==> config.mk <==
export PLATFORM = sky130hd
export DESIGN_NAME = eoc_ctrl
export DESIGN_NICKNAME = d
export VERILOG_FILES = /design/src/core/eoc_pkg.sv /design/src/core/eoc_ctrl.sv
export SDC_FILE = /design/constraint.sdc
export NUM_CORES = 1
export LEC_CHECK = 0
export BUFFER_PORTS_ARGS = -buffer_cell sky130_fd_sc_hd__buf_2
export CORE_ASPECT_RATIO = 1.75
export CORE_MARGIN = 4
export CORE_UTILIZATION = 48
export CTS_CLUSTER_SIZE = 28
export DETAILED_ROUTE_END_ITERATION = 7
export PLACE_DENSITY = 0.78
export SKIP_CTS_REPAIR_TIMING = 1
export SYNTH_ARGS = -nofsm -noshare
export SYNTH_HDL_FRONTEND = slang
export SYNTH_SLANG_ARGS = --single-unit
==> constraint.sdc <==
create_clock -name CLK -period 1.4 [get_ports CLK]
set_input_delay 0.21 -clock CLK [delete_from_list [all_inputs] [get_ports CLK]]
set_output_delay 0.21 -clock CLK [all_outputs]
set_load 0.01 [all_outputs]
==> src/core/eoc_pkg.sv <==
// Package for the external oscillator control block
package eoc_pkg;
    localparam logic [7:0] EOC_CTRL_ADDR   = 8'hb1;
    localparam logic [7:0] EOC_CTRL_RESET  = 8'h00;
    localparam int         EOC_VALID_BIT   = 7;
    localparam int         EOC_MODE_LSB    = 4;
    localparam int         EOC_FREQ_LSB    = 0;
    // Cycles the running indication must hold before valid is reported
    localparam int         EOC_STABLE_CYC  = 16;

    typedef enum logic [2:0] {
        EOC_OFF0   = 3'h0,
        EOC_OFF1   = 3'h1,
        EOC_CMOS   = 3'h2,
        EOC_CMOS2  = 3'h3,
        EOC_RC2    = 3'h4,
        EOC_CAP2   = 3'h5,
        EOC_XTAL   = 3'h6,
        EOC_CRYSTAL_PIN_OUT  = 3'h7
    } eoc_mode_e;

    // Analog drive controls sent to the oscillator pad circuit
    typedef struct packed {
        logic       enable;
        logic       use_crystal_pin_in;
        logic       use_crystal_pin_out;
        logic       divide_by_2;
        logic [2:0] freq_range;
    } eoc_drive_s;
endpackage

==> src/core/eoc_ctrl.sv <==
// External oscillator control register, mode decode, valid flag, divider
`timescale 1ns/1ps
module eoc_ctrl
    import eoc_pkg::*;
(
    input  wire logic       CLK,
    input  wire logic       RST,
    input  wire logic [7:0] SFR_ADDR,
    input  wire logic       SFR_WR,
    input  wire logic [7:0] SFR_WDATA,
    input  wire logic       SFR_RD,
    input  wire logic       OSC_RUNNING,
    input  wire logic       OSC_CLK_IN,
    output logic [7:0]      SFR_RDATA,
    output logic            SFR_RHIT,
    output eoc_drive_s      DRIVE,
    output logic            DERIVED_CLK
);
    logic [2:0] mode;
    logic [2:0] freq;
    logic [2:0] next_mode;
    logic [2:0] next_freq;
    logic       run_s1;
    logic       run_s2;
    logic       clk_s1;
    logic       clk_s2;
    logic       clk_s3;
    logic [4:0] stable_cnt;
    logic [4:0] next_stable_cnt;
    logic       valid;
    logic       next_valid;
    logic       half;
    logic       next_half;
    logic [7:0] next_rdata;
    logic       next_rhit;
    eoc_drive_s next_drive;
    logic       next_dclk;

    function automatic logic mode_is_off(input logic [2:0] m);
        return m[2:1] == 2'b00;
    endfunction

    function automatic logic mode_is_cmos(input logic [2:0] m);
        return m[2:1] == 2'b01;
    endfunction

    // Register write decode, any page
    always_comb
    begin
        next_mode = mode;
        next_freq = freq;
        if (SFR_WR && SFR_ADDR == EOC_CTRL_ADDR)
        begin
            next_mode = SFR_WDATA[EOC_MODE_LSB +: 3];
            next_freq = SFR_WDATA[EOC_FREQ_LSB +: 3];
        end
    end

    always_ff @(posedge CLK or posedge RST)
    begin
        if (RST)
        begin
            mode <= EOC_CTRL_RESET[EOC_MODE_LSB +: 3];
            freq <= EOC_CTRL_RESET[EOC_FREQ_LSB +: 3];
        end
        else
        begin
            mode <= next_mode;
            freq <= next_freq;
        end
    end

    // Pin-side inputs cross into CLK through two flops
    always_ff @(posedge CLK or posedge RST)
    begin
        if (RST)
        begin
            run_s1 <= 1'b0;
            run_s2 <= 1'b0;
            clk_s1 <= 1'b0;
            clk_s2 <= 1'b0;
            clk_s3 <= 1'b0;
        end
        else
        begin
            run_s1 <= OSC_RUNNING;
            run_s2 <= run_s1;
            clk_s1 <= OSC_CLK_IN;
            clk_s2 <= clk_s1;
            clk_s3 <= clk_s2;
        end
    end

    // Stability filter and valid flag
    always_comb
    begin
        next_stable_cnt = stable_cnt;
        next_valid      = valid;
        if (mode_is_off(mode) || mode_is_cmos(mode) || !run_s2)
        begin
            next_stable_cnt = 5'h00;
            next_valid      = 1'b0;
        end
        else if (stable_cnt == 5'(EOC_STABLE_CYC))
            next_valid = 1'b1;
        else
            next_stable_cnt = stable_cnt + 5'h01;
    end

    always_ff @(posedge CLK or posedge RST)
    begin
        if (RST)
        begin
            stable_cnt <= 5'h00;
            valid      <= 1'b0;
        end
        else
        begin
            stable_cnt <= next_stable_cnt;
            valid      <= next_valid;
        end
    end

    // Halving stage toggles on each rising oscillator edge
    always_comb
    begin
        next_half = half;
        if (mode_is_off(mode))
            next_half = 1'b0;
        else if (clk_s2 && !clk_s3)
            next_half = ~half;
    end

    // Outputs: read data, pad drive, derived clock
    always_comb
    begin
        next_rhit  = SFR_RD && SFR_ADDR == EOC_CTRL_ADDR;
        next_rdata = 8'h00;
        if (next_rhit)
        begin
            next_rdata[EOC_VALID_BIT]        = valid;
            next_rdata[EOC_MODE_LSB +: 3]    = mode;
            next_rdata[EOC_FREQ_LSB +: 3]    = freq;
        end
        next_drive.enable              = !mode_is_off(mode);
        next_drive.use_crystal_pin_in  = mode[2:1] == 2'b11;
        next_drive.use_crystal_pin_out = !mode_is_off(mode);
        next_drive.divide_by_2 = mode == EOC_CMOS2 || mode == EOC_RC2
                              || mode == EOC_CAP2 || mode == EOC_CRYSTAL_PIN_OUT;
        next_drive.freq_range  = freq;
        if (mode_is_off(mode))
            next_dclk = 1'b0;
        else if (next_drive.divide_by_2)
            next_dclk = half;
        else
            next_dclk = clk_s2;
    end

    always_ff @(posedge CLK or posedge RST)
    begin
        if (RST)
        begin
            half        <= 1'b0;
            SFR_RDATA   <= 8'h00;
            SFR_RHIT    <= 1'b0;
            DRIVE       <= '0;
            DERIVED_CLK <= 1'b0;
        end
        else
        begin
            half        <= next_half;
            SFR_RDATA   <= next_rdata;
            SFR_RHIT    <= next_rhit;
            DRIVE       <= next_drive;
            DERIVED_CLK <= next_dclk;
        end
    end

    // Valid never set in CMOS or off modes
    a_valid_cmos_zero: assert property (@(posedge CLK)
        disable iff (RST)
        (mode_is_cmos(mode) || mode_is_off(mode)) |=> !valid)
        else $error("valid set in CMOS or off mode");
    // Mode going off clears valid next cycle
    a_valid_off_clear: assert property (@(posedge CLK)
        disable iff (RST)
        (valid && mode_is_off(next_mode)) |=> ##1 !valid)
        else $error("valid not cleared after mode off");
    // Register write lands in readback
    a_write_readback: assert property (@(posedge CLK)
        disable iff (RST)
        (SFR_WR && SFR_ADDR == EOC_CTRL_ADDR)
        |=> mode == $past(SFR_WDATA[6:4]) && freq == $past(SFR_WDATA[2:0]))
        else $error("control write not stored");
    // Bit 3 always reads zero
    a_bit3_zero: assert property (@(posedge CLK)
        disable iff (RST)
        !SFR_RDATA[3])
        else $error("unused bit read nonzero");
    // Valid needs stable running in an oscillator mode the cycle before
    a_valid_needs_run: assert property (@(posedge CLK)
        disable iff (RST)
        $rose(valid) |-> $past(run_s2) && $past(mode[2]))
        else $error("valid rose without stable oscillator");
    // Crystal pin in only in crystal modes
    a_xtal_pins: assert property (@(posedge CLK)
        disable iff (RST)
        ##1 DRIVE.use_crystal_pin_in == ($past(mode[2:1]) == 2'b11))
        else $error("crystal pin use wrong");
    // Halved modes 011, 100, 101 and 111 set the divider flag
    a_div_flag: assert property (@(posedge CLK)
        disable iff (RST)
        ##1 DRIVE.divide_by_2 == ($past(mode) inside {3'h3, 3'h4, 3'h5, 3'h7}))
        else $error("divide flag wrong");
    // Unmapped read returns zero, no hit
    a_read_decode: assert property (@(posedge CLK)
        disable iff (RST)
        (SFR_RD && SFR_ADDR != EOC_CTRL_ADDR)
        |=> !SFR_RHIT && SFR_RDATA == 8'h00)
        else $error("read decode wrong");
endmodule // eoc_ctrl

==> flow_summary.ini <==
[sta]
finalMaxSlewViolations = 0
fmax_mhz = 763.0
setup_viol = 0
final.setup.tns_ns = 0
rsz0062_at_grt = false
whs_ns = -0.0001256
worst_slack_ns = 0.08930
finalHoldViolations = 1
fin_skew_ns = 0.003709
period_needed_ns = 1.311
period_share_pct = 93.62

[clock_network]
clock_latency_ns = 0.28
clkSlewWorstSetupHoldPaths_ns = 0.06
cts_tree = yes
clock_sinks = 33
cts-htree-levels = 2
clock-root-buffer = clkbuf_8
cts_buffers = 5
clockBufferDepth = 2

[floorplanning]
fp.dieArea_mm2 = 0.003450
num_io_pins = 39
die_w_um = 46.15
rows = 24
start_util_pct = 49.64
fp.dieH_um = 74.76
core_mm2 = 0.002462

[finish]
fin_area_mm2 = 0.001504
fin_util_pct = 61.08
layout-drive-gt1-share_pct = 41.60
final_nets = 149
insertedDiodeCount = 0
area_growth_pct = 23.03
fillers = 199

[yosys]
synth_top_area_share_pct = 67.55
synth-main-ff-cell = dfrtp_1
synthTopCellsByCount = 33 x dfrtp_1, 9 x and2_1, 6 x mux2_2, 6 x nor2_1
yosysSeqAreaShare_pct = 67.55
synthCells = 85
synth-edff-count = 0
synth.cell_area_mm2 = 0.001222
synth_area_leader_cell = dfrtp_1
yosys-top-cells-area = dfrtp_1 68%, mux2_2 5.5%, and2_1 4.6%
synthArstFlopShare_pct = 100.0
yosysMostFrequentCell = dfrtp_1
ys_types = 24
ys_warn_count = 0
ys_seq_elements = 33
avgSynthCellArea_um2 = 14.38
syn_nets = 109

[critical_path]
worst_r2r_endpoint = stable_cnt[1]$_DFFE_PP0P_
critPathRequiredTime_ns = 1.56
r2r_start = stable_cnt[0]$_DFFE_PP0P_
worstRegToRegCells = 5
startpoint_type = register
r2r_setup_slack_ns = 0.09
critPathArrivalTime_ns = 1.47
end_kind = register
worstPathMaxFanout = 4
path_class = register to register

[routing]
vias = 719
top_layer = met4
routedWlPerCell_um = 12.63
wl_met1_um = 639
drt_wl_total_mm = 1.907
wl_met2_mm = 1.057
vias_per_cell = 4.762
drtIter0Drc = 8
firstDrtPassIters = 4
drc_errors = 0
wl_met3_um = 161
postRouteAntennaNets = 0

[status]
failed_checks = negative hold slack
status = finished with violations

[pwr]
p_sw_share_pct = 20.08
clock_power_share_pct = 38.5
ir_drop_v = 0.001004
comb_power_share_pct = 5.3
power_switching_uw = 355.8
seqPwrFrac_pct = 56.2
p_leak_nw = 0.8104
powerDensity_mw_per_mm2 = 1178
intPower_mw = 1.416

[grt]
antenna_found_initial = 0
grt_pass1_wl_mm = 3.394
grt_use_total_pct = 14.52
grt_max_degree = 34
grt_pass1_vias = 780
grt_overflow = 0

[place]
gp_congestion = 0.6257
dp_hpwl_mm = 1.488
portBuffers = 35
dpl_cell_area_mm2 = 0.001418
pre_cts_ws_ns = 0.07204

[run]
drv_cap = 0

[hold_path]
hp-class = input pin to async pin
## layer usage
layer / up-vias / global-route usage [%]
met5: - / 0
met4: 0 / 10.44
met3: 4 / 6.220
met2: 29 / 23.31
met1: 337 / 14.35
li1: 349 / -
## metrics by stage
stage               power, mW  instances
floorplan               1.062         85
global placement        1.104        144
detailed placement      1.111        144
CTS                     1.811        151
global route            1.857        151
finish                  1.772        151
## worst max-delay path, stage by stage, from the launching register on
cell and delay, ns:
dfrtp_1 0.39, inv_1 0.10, ha_1 0.15, and4bb_2 0.30, mux2i_1 0.21, nor2_1 0.05
## worst max-delay path by stage
| stage | endpoint | startpoint | cells after the start |
|---|---|---|---|
| 3_5_place_dp | stable_cnt[1]$_DFFE_PP0P_ | stable_cnt[0]$_DFFE_PP0P_ | 5 |
| 6_report | stable_cnt[1]$_DFFE_PP0P_ | stable_cnt[0]$_DFFE_PP0P_ | 5 |
| 3_3_place_gp | stable_cnt[1]$_DFFE_PP0P_ | stable_cnt[0]$_DFFE_PP0P_ | 5 |
| 2_1_floorplan | stable_cnt[1]$_DFFE_PP0P_ | stable_cnt[0]$_DFFE_PP0P_ | 5 |
| 4_1_cts | stable_cnt[1]$_DFFE_PP0P_ | stable_cnt[0]$_DFFE_PP0P_ | 5 |
| 5_1_grt | stable_cnt[1]$_DFFE_PP0P_ | stable_cnt[0]$_DFFE_PP0P_ | 5 |
## power groups by stage
| stage | clock (mW) | combinational, mW | sequential, mW |
|---|---|---|---|
| floorplan | 0 | 0.0481 | 1.01 |
| global placement | 0 | 0.0937 | 1.01 |
| detailed placement | 0 | 0.0979 | 1.01 |
| CTS | 0.718 | 0.0979 | 0.996 |
| global route | 0.750 | 0.108 | 0.998 |
| finish | 0.682 | 0.0944 | 0.995 |
## cells by family after synthesis
group | Yosys count | synth area share (%)
adders and majority gates | 2 | 2.047
AOI/OAI and AO/OA | 1 | 0.4090
buffers and inverters | 6 | 2.558
and+or+nand+nor | 28 | 15.35
other | 1 | 0.3068
DFF | 33 | 67.55
xor gates and xnor gates | 5 | 3.583
muxes | 9 | 8.188
## state kept, by name, indices dropped and copies added (netlist names)
| name | count |
|---|---|
| valid | 1 |
| DRIVE | 6 |
| run_s2 | 1 |
| clk_s3 | 1 |
| SFR_RDATA | 7 |
| half | 1 |
| freq | 3 |
| mode | 3 |
| stable_cnt | 5 |
| clk_s1 | 1 |
| DERIVED_CLK | 1 |
| SFR_RHIT | 1 |
| clk_s2 | 1 |
| run_s1 | 1 |
## cell usage in the layout, fill, tap and decap left out, types with 2 or more instances in the layout
cell type,n
and2_1,9
inv_1,3
xor2_1,2
nand3_1,2
ha_1,2
nor2_1,6
nand2_1,3
clkbuf_8,6
dfrtp_1,33
buf_2,35
mux2_2,6
xnor2_1,3
mux2_1,2
## final cells by class
| cell class | count | area, µm² | area share (%) |
|---|---|---|---|
| Multi-Input combinational cell | 46 | 365.4 | 24.29 |
| Clock buffer | 7 | 86.33 | 5.740 |
| Inverter | 3 | 11.26 | 0.7488 |
| Sequential cell | 33 | 825.8 | 54.91 |
| Tap cell | 26 | 32.53 | 2.163 |
| Timing Repair Buffer | 36 | 182.7 | 12.15 |
Note: power is estimated with default switching activity, not from simulation.
